`src/include/serial_port_defs.svh`:
```
// Register offsets, field positions, reset values and divide codes of the serial port control block.
// Assumes inclusion by bare name from design files; holds definitions only.
`ifndef SERIAL_PORT_DEFS_SVH
`define SERIAL_PORT_DEFS_SVH

// Byte offsets on the register bus
`define SPC_OFS_CONTROL 6'h00
`define SPC_OFS_POWER 6'h04
`define SPC_OFS_DATA 6'h08
`define SPC_OFS_ADDRESS 6'h0C
`define SPC_OFS_STATUS 6'h10
`define SPC_OFS_MASK 6'h14

// Serial control field positions
`define CTL_MODE_HIGH 7
`define CTL_MODE_LOW 6
`define CTL_FILTER 5
`define CTL_RX_ENABLE 4
`define CTL_TX_NINTH 3
`define CTL_RX_NINTH 2
`define CTL_TX_DONE 1
`define CTL_RX_DONE 0

// Power control field positions
`define PWR_RATE_DOUBLE 7
`define PWR_ERROR_VIEW 6

// Address register field positions
`define ADR_GIVEN_LSB 0
`define ADR_BCAST_LSB 8

// Event bit positions in status and mask
`define EVT_TX_DONE 0
`define EVT_RX_DONE 1
`define EVT_FRAMING 2

// Reset values
`define CTL_RESET 8'h00
`define PWR_RESET 2'h0
`define ADR_RESET 16'h0000
`define EVT_RESET 3'h0

// Bit clock divide codes; zero means timer overflow drives the rate
`define DIV_SHIFT 6'h02
`define DIV_FIXED_SLOW 6'h20
`define DIV_FIXED_FAST 6'h10
`define DIV_TIMER 6'h00

// Frame lengths in bits
`define FRAME_SHIFT 4'h8
`define FRAME_UART8 4'hA
`define FRAME_UART9 4'hB

`endif

```
`src/include/serial_port_pkg.sv`:
```
// Types shared by the serial port control block.
// Assumes the constants header is compiled alongside.
package serial_port_pkg;

  // Operating mode, one-hot
  typedef enum logic [3:0] {
    MODE_SHIFT = 4'b0001,
    MODE_UART8 = 4'b0010,
    MODE_UART9_FIXED = 4'b0100,
    MODE_UART9_VAR = 4'b1000
  } serial_mode_e;

endpackage : serial_port_pkg

```
`src/hdl/sticky_bits.sv`:
```
// Bank of sticky flags: hardware sets, software clears.
// Assumes set and clear are one-cycle pulses on the same clock.
`timescale 1ns/1ps
module sticky_bits #(
  parameter int WIDTH = 3
) (
  input wire logic core_clk, // Block clock
  input wire logic rstN, // Synchronised reset, active low
  input wire logic [WIDTH-1:0] setBits, // Hardware set pulses
  input wire logic [WIDTH-1:0] clrBits, // Software clear pulses
  output logic [WIDTH-1:0] flagsQ // Flag state
);

  logic [WIDTH-1:0] flagsD;

  // Set beats clear so an event in the clearing cycle is kept
  assign flagsD = setBits | (flagsQ & ~clrBits);

  // Flag storage
  always_ff @(posedge core_clk or negedge rstN) begin
    if (!rstN) begin
      flagsQ <= '0;
    end else begin
      flagsQ <= flagsD;
    end
  end

endmodule : sticky_bits

```
`src/hdl/serial_port_control_flags.sv`:
```
// Control and status flags of a four-mode serial port, reached over Avalon-MM.
// Assumes shifter and rate logic on core_clk supply the event pulses and read the mode outputs.
//
// The register addresses and the Avalon-MM register port are this design's own decisions.
`timescale 1ns/1ps
`include "serial_port_defs.svh"

module serial_port_control_flags (
  input wire logic core_clk, // 25 MHz block clock
  input wire logic nrst, // Asynchronous reset, active low
  input wire logic [5:0] avs_address, // Byte address
  input wire logic avs_read, // Read request
  input wire logic avs_write, // Write request
  input wire logic [31:0] avs_writedata, // Write data
  input wire logic [3:0] avs_byteenable, // Byte lanes
  output logic [31:0] avs_readdata, // Read data
  output logic avs_waitrequest, // Stall, high by default
  input wire logic txFlagSet, // Shifter: end of eighth bit or stop start
  input wire logic rxFrameDone, // Shifter: frame received, sample point reached
  input wire logic [7:0] rxByte, // Received data byte
  input wire logic rxNinthBit, // Received ninth data bit
  input wire logic rxStopBit, // Received stop bit level
  input wire logic [7:0] rxBufferByte, // Receive buffer contents
  output logic [1:0] modeBits, // Mode bits to the shifter
  output logic [5:0] bitDivide, // Bit clock divide, zero for timer rate
  output logic [3:0] frameBits, // Frame length in bits
  output logic txNinthOut, // Ninth bit to transmit
  output logic rxAllow, // Reception may start
  output logic txLoad, // One-cycle transmit start
  output logic [7:0] txData, // Byte to transmit
  output logic irq // Level interrupt
);

  // Reset release pipeline
  logic [1:0] rstPipeQ;
  logic rstSyncN;

  always_ff @(posedge core_clk or negedge nrst) begin
    if (!nrst) begin
      rstPipeQ <= 2'h0;
    end else begin
      rstPipeQ <= {rstPipeQ[0], 1'b1};
    end
  end

  assign rstSyncN = rstPipeQ[1];

  // Bus handshake: one wait cycle, then completion
  logic waitQ;
  logic busReq;
  logic reqSetup;
  logic wrAccept;

  assign busReq = avs_read | avs_write;
  assign reqSetup = busReq & waitQ;
  assign wrAccept = avs_write & ~waitQ & avs_byteenable[0];

  always_ff @(posedge core_clk or negedge rstSyncN) begin
    if (!rstSyncN) begin
      waitQ <= 1'b1;
    end else begin
      waitQ <= ~reqSetup;
    end
  end

  assign avs_waitrequest = waitQ;

  // Address decode
  logic selCtl, selPwr, selData, selAdr, selStat, selMask;

  assign selCtl = avs_address == `SPC_OFS_CONTROL;
  assign selPwr = avs_address == `SPC_OFS_POWER;
  assign selData = avs_address == `SPC_OFS_DATA;
  assign selAdr = avs_address == `SPC_OFS_ADDRESS;
  assign selStat = avs_address == `SPC_OFS_STATUS;
  assign selMask = avs_address == `SPC_OFS_MASK;

  logic ctlWr, pwrWr, dataWr, adrWr, statWr, maskWr;

  assign ctlWr = wrAccept & selCtl;
  assign pwrWr = wrAccept & selPwr;
  assign dataWr = wrAccept & selData;
  assign adrWr = wrAccept & selAdr & avs_byteenable[1];
  assign statWr = wrAccept & selStat;
  assign maskWr = wrAccept & selMask;

  // Control bits written by software; rxNinthQ is also loaded by hardware capture
  logic modeHighQ, modeLowQ, filterQ, rxEnQ, txNinthQ, rxNinthQ, rateDoubleQ, errViewQ;
  logic [7:0] givenAdrQ, bcastAdrQ;
  logic [2:0] maskQ;

  // Flags held in sticky banks
  logic [2:0] ctlFlags;
  logic [2:0] statFlags;
  logic txDoneQ, rxDoneQ, frameErrQ;

  assign txDoneQ = ctlFlags[0];
  assign rxDoneQ = ctlFlags[1];
  assign frameErrQ = ctlFlags[2];

  // Mode decode
  serial_port_pkg::serial_mode_e modeSel;
  logic isShift, isUart8, isFixed, isNine;

  always_comb begin
    case ({modeHighQ, modeLowQ})
      2'b00: modeSel = serial_port_pkg::MODE_SHIFT;
      2'b01: modeSel = serial_port_pkg::MODE_UART8;
      2'b10: modeSel = serial_port_pkg::MODE_UART9_FIXED;
      2'b11: modeSel = serial_port_pkg::MODE_UART9_VAR;
      default: modeSel = serial_port_pkg::MODE_SHIFT;
    endcase
  end

  assign isShift = modeSel == serial_port_pkg::MODE_SHIFT;
  assign isUart8 = modeSel == serial_port_pkg::MODE_UART8;
  assign isFixed = modeSel == serial_port_pkg::MODE_UART9_FIXED;
  assign isNine = isFixed | (modeSel == serial_port_pkg::MODE_UART9_VAR);

  // Receive qualification; frame received events from the shifter are ignored while reception is off
  logic rxTake, adrMatch, rxDoneSet, frameErrSet, ninthLoad, ninthNew;

  assign rxTake = rxFrameDone & rxEnQ;
  assign adrMatch = (rxByte == givenAdrQ) | (rxByte == bcastAdrQ);
  assign rxDoneSet = rxTake & (isShift
                   | (isUart8 & (~filterQ | (rxStopBit & adrMatch)))
                   | (isNine & (~filterQ | (rxNinthBit & adrMatch))));
  assign frameErrSet = rxTake & ~isShift & ~rxStopBit;
  assign ninthLoad = rxTake & (isNine | (isUart8 & ~filterQ));
  assign ninthNew = isNine ? rxNinthBit : rxStopBit;

  // Software clears: writing zero to a flag position clears it
  logic txDoneClr, rxDoneClr, frameErrClr;

  assign txDoneClr = ctlWr & ~avs_writedata[`CTL_TX_DONE];
  assign rxDoneClr = ctlWr & ~avs_writedata[`CTL_RX_DONE];
  assign frameErrClr = ctlWr & errViewQ & ~avs_writedata[`CTL_MODE_HIGH];

  // Control flags, hardware sets only
  sticky_bits #(
    .WIDTH(3)
  ) u_ctl_flags (
    .core_clk(core_clk),
    .rstN(rstSyncN),
    .setBits({frameErrSet, rxDoneSet, txFlagSet}),
    .clrBits({frameErrClr, rxDoneClr, txDoneClr}),
    .flagsQ(ctlFlags)
  );

  // Interrupt status, write one to clear
  logic [2:0] evtSet;
  logic [2:0] evtClr;

  assign evtSet = {frameErrSet, rxDoneSet, txFlagSet};
  assign evtClr = statWr ? avs_writedata[2:0] : 3'h0;

  sticky_bits #(
    .WIDTH(3)
  ) u_evt_flags (
    .core_clk(core_clk),
    .rstN(rstSyncN),
    .setBits(evtSet),
    .clrBits(evtClr),
    .flagsQ(statFlags)
  );

  // Control register: bit 7 writes the mode bit only in mode view
  always_ff @(posedge core_clk or negedge rstSyncN) begin
    if (!rstSyncN) begin
      {modeHighQ, modeLowQ, filterQ, rxEnQ, txNinthQ} <= 5'h00;
    end else if (ctlWr) begin
      if (!errViewQ) begin
        modeHighQ <= avs_writedata[`CTL_MODE_HIGH];
      end
      modeLowQ <= avs_writedata[`CTL_MODE_LOW];
      filterQ <= avs_writedata[`CTL_FILTER];
      rxEnQ <= avs_writedata[`CTL_RX_ENABLE];
      txNinthQ <= avs_writedata[`CTL_TX_NINTH];
    end
  end

  // Received ninth bit; hardware capture wins over a software write
  always_ff @(posedge core_clk or negedge rstSyncN) begin
    if (!rstSyncN) begin
      rxNinthQ <= 1'b0;
    end else if (ninthLoad) begin
      rxNinthQ <= ninthNew;
    end else if (ctlWr) begin
      rxNinthQ <= avs_writedata[`CTL_RX_NINTH];
    end
  end

  // Power control and address registers
  always_ff @(posedge core_clk or negedge rstSyncN) begin
    if (!rstSyncN) begin
      {rateDoubleQ, errViewQ} <= `PWR_RESET;
      {bcastAdrQ, givenAdrQ} <= `ADR_RESET;
      maskQ <= `EVT_RESET;
    end else begin
      if (pwrWr) begin
        rateDoubleQ <= avs_writedata[`PWR_RATE_DOUBLE];
        errViewQ <= avs_writedata[`PWR_ERROR_VIEW];
      end
      if (adrWr) begin
        givenAdrQ <= avs_writedata[`ADR_GIVEN_LSB +: 8];
        bcastAdrQ <= avs_writedata[`ADR_BCAST_LSB +: 8];
      end
      if (maskWr) begin
        maskQ <= avs_writedata[2:0];
      end
    end
  end

  // Read mux; bit 7 of control shows mode bit or framing error
  logic [7:0] ctlView;
  logic [31:0] readMux;

  assign ctlView = {errViewQ ? frameErrQ : modeHighQ, modeLowQ, filterQ, rxEnQ,
                    txNinthQ, rxNinthQ, txDoneQ, rxDoneQ};
  assign readMux = selCtl ? {24'h000000, ctlView}
                 : selPwr ? {24'h000000, rateDoubleQ, errViewQ, 6'h00}
                 : selData ? {24'h000000, rxBufferByte}
                 : selAdr ? {16'h0000, bcastAdrQ, givenAdrQ}
                 : selStat ? {29'h0000000, statFlags}
                 : selMask ? {29'h0000000, maskQ}
                 : 32'h00000000;

  // Read data is captured in the wait cycle and stands at completion
  always_ff @(posedge core_clk or negedge rstSyncN) begin
    if (!rstSyncN) begin
      avs_readdata <= 32'h00000000;
    end else if (reqSetup && avs_read) begin
      avs_readdata <= readMux;
    end
  end

  // Mode-dependent divide, frame length and ninth bit
  logic [5:0] divideD;
  logic [3:0] frameD;

  assign divideD = isShift ? `DIV_SHIFT
                 : (modeSel == serial_port_pkg::MODE_UART9_FIXED) ? (rateDoubleQ ? `DIV_FIXED_FAST : `DIV_FIXED_SLOW)
                 : `DIV_TIMER;
  assign frameD = isShift ? `FRAME_SHIFT : (isUart8 ? `FRAME_UART8 : `FRAME_UART9);

  // Shifter-facing outputs, registered; stop and ninth bit default to one outside 9-bit modes
  always_ff @(posedge core_clk or negedge rstSyncN) begin
    if (!rstSyncN) begin
      modeBits <= 2'h0;
      bitDivide <= `DIV_SHIFT;
      frameBits <= `FRAME_SHIFT;
      txNinthOut <= 1'b1;
      rxAllow <= 1'b0;
    end else begin
      modeBits <= {modeHighQ, modeLowQ};
      bitDivide <= divideD;
      frameBits <= frameD;
      txNinthOut <= isNine ? txNinthQ : 1'b1;
      rxAllow <= rxEnQ & (~isShift | ~rxDoneQ);
    end
  end

  // Transmit start on any data buffer write
  always_ff @(posedge core_clk or negedge rstSyncN) begin
    if (!rstSyncN) begin
      txLoad <= 1'b0;
      txData <= 8'h00;
    end else begin
      txLoad <= dataWr;
      if (dataWr) begin
        txData <= avs_writedata[7:0];
      end
    end
  end

  // Interrupt: any unmasked sticky event
  always_ff @(posedge core_clk or negedge rstSyncN) begin
    if (!rstSyncN) begin
      irq <= 1'b0;
    end else begin
      irq <= |(statFlags & maskQ);
    end
  end
endmodule : serial_port_control_flags

```
`config.mk`:
```
export PLATFORM = sky130hd
export DESIGN_NAME = serial_port_control_flags
export DESIGN_NICKNAME = d
export VERILOG_FILES = /design/src/include/serial_port_pkg.sv /design/src/hdl/sticky_bits.sv /design/src/hdl/serial_port_control_flags.sv
export VERILOG_INCLUDE_DIRS = /design/src /design/src/include
export SDC_FILE = /design/constraint.sdc
export NUM_CORES = 1
export LEC_CHECK = 0
export ABC_AREA = 1
export BUFFER_PORTS_ARGS = -buffer_cell sky130_fd_sc_hd__buf_2
export CAP_MARGIN = 20
export CORE_MARGIN = 1
export CORE_UTILIZATION = 40
export DETAILED_ROUTE_END_ITERATION = 8
export PLACE_DENSITY = 0.67
export SYNTH_ARGS = -nofsm -noshare
export SYNTH_HDL_FRONTEND = slang
export SYNTH_HIERARCHICAL = 1
export SYNTH_SLANG_ARGS = --single-unit
```
`constraint.sdc`:
```
create_clock -name core_clk -period 2.68 [get_ports core_clk]
set_input_delay 0.268 -clock core_clk [delete_from_list [all_inputs] [get_ports core_clk]]
set_output_delay 0.268 -clock core_clk [all_outputs]
set_load 0.02 [all_outputs]
```
# Word level (Yosys, flattened, before mapping)
# Cells that the tools add are included.
# W data, S select, Z words.
# totals
output_inout_bits	57
wordCells	113
register_bits	92
input_bits	66
# classes
reduce_logical	6
muxes	18
bitwise_logic	51
eq_ne	14
# ops
op	count
$mux W16	4
$and A1 B1 Y1	25
$mux W6	3
$eq A8 B8 Y1	2
$pmux W4 S4	1
$eq A6 B4 Y1 const B	2
$eq A6 B5 Y1 const B	2
$not A1 Y1	10
$and A3 B3 Y3	3
$mux W3	3
$or A1 B1 Y1	9
$eq A6 B3 Y1 const B	1
$logic_not A6 Y1	1
$mux W1	6
$not A3 Y3	2
$or A3 B3 Y3	2
$eq A2 B2 Y1 const B	2
$eq A4 B1 Y1 const B	1
$eq A4 B2 Y1 const B	1
$eq A4 B3 Y1 const B	1
$eq A4 B4 Y1 const B	1
$reduce_or A3 Y1	1
$eq A2 B1 Y1 const B	1
$logic_not A2 Y1	1
4 further kinds	4

# Logic depth before layout (Yosys ltp)
# Gate-level depths: netlist of the first run.
# depth
depth_word	9
ltp_mapped	11
depth_no_buf	11

# Cells and area by module
# The synthesis of the first run kept the hierarchy.
# by_module_without_submodules
mod	seq_area_each_um2	area_each_um2	cells_each	n_inst
serial_port_control_flags	1630.3	3409.5	396	1
sticky_bits	75.1	120.1	15	2

# Worst setup path before layout of the first run
# No wires, ideal clock.
# synth_timing
kind	reg2reg
startpoint	register waitQ, in the netlist avs_waitrequest
endpoint	register u_ctl_flags.flagsQ[1]
n_path_buf	1
arrival_ps	1265
synth_period_minus_slack_ps	1330
path_slack_ps	1350
required_ps	2615
stages_incl_launch_ff	9
cell_sequence	dfstp_2 > nand3b_1 > inv_2 > nand2_1 > buf_2 > nor2_1 > inv_1 > nand2_1 > nand2_1
# synth_between
elab_chain_cells	8
# synth_rtl
item	line_no	text
start, declared	serial_port_control_flags.sv:49	logic waitQ;
start signal, assigned	serial_port_control_flags.sv:62	waitQ <= ~reqSetup;
$not A1 Y1	serial_port_control_flags.sv:56	assign wrAccept = avs_write & ~waitQ & avs_byteenable[0];
$and A1 B1 Y1 (2 in a row)	serial_port_control_flags.sv:56	
$and A1 B1 Y1	serial_port_control_flags.sv:80	assign ctlWr = wrAccept & selCtl;
$and A1 B1 Y1	serial_port_control_flags.sv:136	assign rxDoneClr = ctlWr & ~avs_writedata[`CTL_RX_DONE];
named net rxDoneClr	serial_port_control_flags.sv:133	logic txDoneClr, rxDoneClr, frameErrClr;
$not A3 Y3	sticky_bits.sv:17	assign flagsD = setBits | (flagsQ & ~clrBits);
$and A3 B3 Y3	sticky_bits.sv:17	
$or A3 B3 Y3	sticky_bits.sv:17	
named net u_ctl_flags.flagsD[1]	sticky_bits.sv:14	logic [WIDTH-1:0] flagsD;
end signal, assigned	sticky_bits.sv:24	flagsQ <= flagsD;
end, declared	sticky_bits.sv:11	output logic [WIDTH-1:0] flagsQ
# The timed path passes the listed nets, and every way through them passes these cells.
# A chain may end at the register's enable or synchronous reset.

# Worst setup path in the final report of the first run
# layout_timing
startpoint	register waitQ, in the netlist avs_waitrequest
endpoint	register avs_readdata[3]
# layout_between
elab_chain_cells	2
# layout_rtl
item	line_no	text
$and A1 B1 Y1	serial_port_control_flags.sv:55	assign reqSetup = busReq & waitQ;
$logic_and A1 B1 Y1	serial_port_control_flags.sv:232	end else if (reqSetup && avs_read) begin
end signal, assigned	serial_port_control_flags.sv:233	avs_readdata <= readMux;
end, declared	serial_port_control_flags.sv:16	output logic [31:0] avs_readdata,
# No other way between the ends.

==> impl_metrics.tcl, run 1 <==
set metrics [dict create \
    finalHoldViolCount 0 \
    pwr_density_cell_nw_per_um2 532 \
    via_per_inst 4.61 \
    min-delay-path-class "reg2async" \
    syn_inst 426 \
    cts_inserted_buffers 9 \
    avgSynthCellArea_um2 8.57 \
    fin_crit_sh_pct 62.6 \
    endpoint_kind "flop" \
    cts_sinks 71 \
    drt-total-wl_um 8160 \
    postCtsHoldBufs 1 \
    hpwl_um 6110 \
    clockBufferDepth 2 \
    hold_ws_ns 0.0629 \
    start_util_pct 41.6 \
    ys_types 37 \
    crit_required_ns 2.94 \
    path_buf_inv 2 \
    yosysWarnings 6 \
    cp_slowest_cell "dfstp_2" \
    ys_seq_elements 71 \
    syn-cell-area_um2 3650 \
    cap_violations 0 \
    drive_gt1_share_pct 31.9 \
    via_count 2880 \
    dr.pass1.iters 4 \
    tritoncts "yes" \
    drt_drc_violations_left 0 \
    ant_nets 0 \
    outcome "complete, no violations" \
    grt_pass1_wl_um 13600 \
    setup_tns_ns 0 \
    wl_per_cell_um 13.0 \
    finClkSkew_ns 0.00911 \
    critPathArrivalTime_ns 1.94 \
    clk_pin_slew_worst_paths_ns 0.07 \
    ir_drop_mv 0.271 \
    ios 123 \
    reg2reg_depth 5 \
    globalRouteOverflowTotal 0 \
    antenna_cells 0 \
    worst_pin_slew_ns 0.534 \
    grt_pass1_vias 2800 \
    fmaxAchievable_ghz 0.596 \
    clock_latency_ns 0.34 \
    post-route-min-period_ns 1.68 \
    slew_viol_final 0 \
    crit_chain "nand3_2 > inv_2 > or2_0 > inv_1 > a31oi_1" \
    cts_setup_buffers 0 \
    path_class "reg2reg" \
    cpPeakStageDelay_ns 0.56 \
    drtIter0Drc 138 \
    cp_top_family "flip-flops" \
    r2r-end "avs_readdata[3]" \
    place.gp.congestion 0.795 \
    die_area_um2 9510 \
    cts.root.buffer_cell "clkbuf_8" \
    leakage_uw 0.00225 \
    seq_area_frac_synth_pct 48.8 \
    reg2reg_from "avs_waitrequest" \
    core_area_um2 8760 \
    syn2layout_area_growth_pct 16.5 \
    grt_max_degree 68 \
    maxSlewHeadroom_pct 64.4 \
    antenna_found_initial 0 \
    rows 34 \
    die_h_um 97.5 \
    h-tree-depth 3 \
    grt_usage_pct 18.2 \
    r2r_setup_slack_ns 1.00 \
    rsz0062_at_grt "no" \
    crit_path_start_kind "flop" \
    io_buffers 83 \
    cts_resized 0 \
    die_w_um 97.5 \
    finalNetCount 578 \
    cp_max_fo 22 \
    finalSetupViolations 0 \
]
-- cell usage in the layout (no fill, tap or decap), types with 3 or more instances in the layout --
cell type | Yosys | final
or2_1 | 4 | 4
nor2_1 | 13 | 13
clkbuf_8 | 0 | 11
nand2_2 | 18 | 18
or2_0 | 4 | 4
o21ai_1 | 10 | 10
dfstp_2 | 3 | 3
a21oi_1 | 7 | 7
inv_2 | 8 | 8
o31ai_1 | 5 | 5
nand4_1 | 10 | 10
clkbuf_1 | 2 | 4
conb_1 | 2 | 22
nand2_1 | 117 | 117
inv_1 | 51 | 51
o21ai_2 | 24 | 24
dfrtp_1 | 68 | 67
o211ai_1 | 3 | 3
buf_2 | 3 | 83
xnor2_1 | 8 | 8
nand3_1 | 14 | 14
nor2_2 | 3 | 3
a21boi_1 | 3 | 3
-- layout make-up --
type,instances,area [µm²]
Multi-Input combinational cell,282,1470
Sequential cell,71,1780
Tap cell,108,135
Clock buffer,15,166
Clock inverter,1,5.00
Timing Repair Buffer,87,460
Fill cell,890,4510
Inverter,61,231
-- worst reg2reg max path, stage by stage, from the launching register on --
cell and delay (ns):
dfstp_2 0.56, nand3_2 0.39, inv_2 0.35, or2_0 0.15, inv_1 0.04, a31oi_1 0.12
-- flip-flops by register name, summed over array words and instances, names as in the netlist, 2 cells and up --
name,flops
bcastAdrQ,8
u_evt_flags/flagsQ,3
maskQ,3
avs_readdata,16
rstPipeQ,2
u_ctl_flags/flagsQ,3
bitDivide,3
frameBits,2
txData,8
modeBits,2
givenAdrQ,8
-- cell families (layout without fill, tap and decap cells) --
family	count (synthesis)	count (layout)	synth area share, %
buf+inv	93	164	12.9
compound gates	56	56	11.0
other cells	2	22	0.206
simple gates	196	196	25.2
xor+xnor	8	8	1.92
flops	71	71	48.8
-- worst max-delay path by stage --
stage                 endpoint  cells past startpoint             from
2_1_floorplan  avs_readdata[0]                      0      rstPipeQ[1]
3_3_place_gp      bcastAdrQ[7]                      8   avs_address[5]
3_5_place_dp      bcastAdrQ[7]                      8   avs_address[5]
4_1_cts        avs_readdata[3]                      5  avs_waitrequest
5_1_grt        avs_readdata[3]                      5  avs_waitrequest
6_report       avs_readdata[3]                      5  avs_waitrequest
-- power by group --
part	internal, µW	leakage, µW	switching, µW
clock	388	0.0000877	371
sequential	1140	0.000946	44.4
combinational	111	0.00122	213
total	1630	0.00225	629
-- synth_stat cells, drive strengths merged --
cell,count,area (µm²)
nand2,136,563
dfrtp,68,1700
inv,60,228
o21ai,36,270
buf,30,233
nand3,17,108
nor2,17,78.8
nand4,10,62.6
or2,10,62.6
xnor2,8,70.1
a21oi,7,35.0
o31ai,5,37.5
nor3,4,30.0
a21boi,3,22.5
dfstp,3,78.8
o211ai,3,22.5
a31oi,2,12.5
clkbuf,2,7.51
conb,2,7.51
clkinv,1,3.75
nand3b,1,7.51
nor3b,1,7.51
-- per-layer routing --
layer	track usage (%)	vias to the layer above	share of wire, %
met4	6.90	0	1.1
li1	-	1460	-
met5	0	-	0
met3	3.17	8	6.3
met2	28.7	94	45
met1	25.2	1318	48
-- stage by stage --
step                      worst slack, ns  power, µW  instance area [µm²]  instances  util (%)
after CTS                           0.960       2290                 4250        625      48.5
after detailed placement            0.817       1530                 4070        608      46.5
after global routing                0.835       2390                 4250        625      48.5
after floorplan                     0.562       1420                 3720        446         -
after global placement              0.845       1520                 4070        608      46.5
final                                1.00       2260                 4250        625      48.5
(Power assumes the default switching activity.)
==> run 2: changes to the inputs <==
clock period = 1.6 ns   (was 2.68 ns; I/O delays follow)
==> run 2 against run 1 <==
  * Maximum frequency rose by 23%
  * Non-clock buffer count is 5 higher
  * Highest routed layer unchanged
  * Clock skew is 0.0034 ns lower
  * First-iteration DRC count decreased by 5.1%
  * Total power up 89%
  * Worst hold slack got worse by 0.046 ns
  * Largest power group unchanged
  * Clock power increased by 130%
  * Combinational power increased by 70%
==> impl_metrics.tcl, run 2 (synthesized netlist as in run 1, its figures left out) <==
set metrics [dict create \
    die_w_um 97.5 \
    drive_gt1_share_pct 33.5 \
    via_per_inst 4.60 \
    drt_drc_violations_left 0 \
    largest_reg_flops 16 \
    layout_common_cells "116 x nand2_1, 83 x buf_2, 67 x dfrtp_1" \
    grt_pass1_vias 2822 \
    drt-total-wl_um 8400 \
    worst_pin_slew_ns 0.551 \
    leakage_uw 0.00231 \
    switching_power_uw 1120 \
    rsz0062_at_grt "no" \
    crit_end "u_ctl_flags/flagsQ[2]" \
    die_area_um2 9510 \
    pwr_density_cell_nw_per_um2 981 \
    tritoncts "yes" \
    path_class "reg2reg" \
    min-delay-path-class "in2reg" \
    globalRouteOverflowTotal 0 \
    reg2reg_depth 7 \
    via_count 2901 \
    grt_max_degree 45 \
    start_util_pct 41.6 \
    ir_drop_mv 0.470 \
    io_buffers 83 \
    switching_share_pct 26.2 \
    dr.pass1.iters 4 \
    fmaxAchievable_ghz 0.730 \
    preCtsSetupSlack_ns 0.0837 \
    clk_pin_slew_worst_paths_ns 0.08 \
    finalSetupViolations 0 \
    reg2reg_from "avs_waitrequest" \
    hold_ws_ns 0.0173 \
    hpwl_um 6360 \
    endpoint_kind "flop" \
    place.gp.congestion 0.848 \
    rows 34 \
    p_int_uw 3160 \
    p_seq_share_pct 46.1 \
    setup_tns_ns 0 \
    critPathArrivalTime_ns 1.61 \
    outcome "complete, no violations" \
    combinationalPowerShare_pct 12.9 \
    grt_pass1_wl_um 13900 \
    clockBufferDepth 2 \
    multi_input_area_um2 1480 \
    cp_max_fo 12 \
    maxSlewHeadroom_pct 63.2 \
    antenna_found_initial 0 \
    crit_path_start_kind "flop" \
    cts_setup_buffers 0 \
    cts_sinks 71 \
    fin_crit_sh_pct 85.6 \
    h-tree-depth 3 \
    finClkSkew_ns 0.00572 \
    setup.worst_path.start "avs_waitrequest" \
    drtIter0Drc 131 \
    die_h_um 97.5 \
    pwr-share-clk_pct 41.0 \
    slew_viol_final 0 \
    core_area_um2 8760 \
    wl_per_cell_um 13.3 \
    ios 123 \
    cts_inserted_buffers 9 \
    r2r-end "u_ctl_flags/flagsQ[2]" \
    finalHoldViolCount 0 \
    r2r_setup_slack_ns 0.23 \
    regMostFlops "avs_readdata" \
    syn2layout_area_growth_pct 19.6 \
    nFillCells 846 \
    grt_usage_pct 18.7 \
    clock_latency_ns 0.34 \
    cts.root.buffer_cell "clkbuf_8" \
    finalNetCount 583 \
    antenna_cells 0 \
    setup_ws_ns 0.231 \
    ant_nets 0 \
    cap_violations 0 \
    post-route-min-period_ns 1.37 \
    final_common_cell "nand2_1" \
    crit_required_ns 1.84 \
    seqCellArea_um2 1780 \
]
run 2: worst min-delay path by stage:
stage / startpoint / end / slack, ns / cells past startpoint
floorplan: nrst / rstPipeQ[0] / -0.14 / 0
global placement: nrst / rstPipeQ[0] / -0.05 / 1
detailed placement: nrst / rstPipeQ[0] / -0.05 / 1
CTS: txFlagSet / u_evt_flags/flagsQ[0] / 0.01 / 3
global route: txFlagSet / u_evt_flags/flagsQ[0] / 0.02 / 3
finish: txFlagSet / u_evt_flags/flagsQ[0] / 0.02 / 3
run 2: area by class of cell:
class                   count  share of cell area [%]
inverters                  61                    5.30
repair buffers             92                    11.4
multi-input cells         282                    33.8
well taps                 108                    3.09
clock buffers              10                    3.15
clock inverters             6                    2.46
flip-flops and latches     71                    40.8
run 2: timing repair:
action                                  in CTS  in global routing
endpoints found under the hold margin        2                  0
hold buffers                                 1                  0
resized for setup                            0                  1
endpoints found under the setup margin       0                  2
run 2: power groups by stage:
stage	combinational, µW	clock [µW]	sequential [µW]
finish	551	1760	1970
global placement	542	0	2010
global route	614	1870	1990
detailed placement	553	0	2010
floorplan	303	0	2080
CTS	559	1780	1970
run 2: through the flow:
stage                     instance area [µm²]  util [%]  instances  power [µW]
after floorplan                          3730         -        446        2390
after global placement                   4110      46.9        613        2550
after detailed placement                 4110      46.9        613        2560
after CTS                                4360      49.8        630        4320
after global routing                     4370      49.8        630        4470
final                                    4370      49.8        630        4280
run 2: critical path, cell delays in order, from the launching register on:
cell	delay [ns]
dfstp_2	0.39
nand3b_1	0.16
inv_2	0.21
nand2_2	0.21
nor3_2	0.14
inv_1	0.05
nand2_1	0.05
nand2_1	0.05
run 2: layer usage:
layer / wire length [µm] / GRT usage [%]
met1: 3930 / 24.8
met2: 3790 / 29.7
met5: 0 / 0
met4: 184 / 7.24
met3: 490 / 4.32
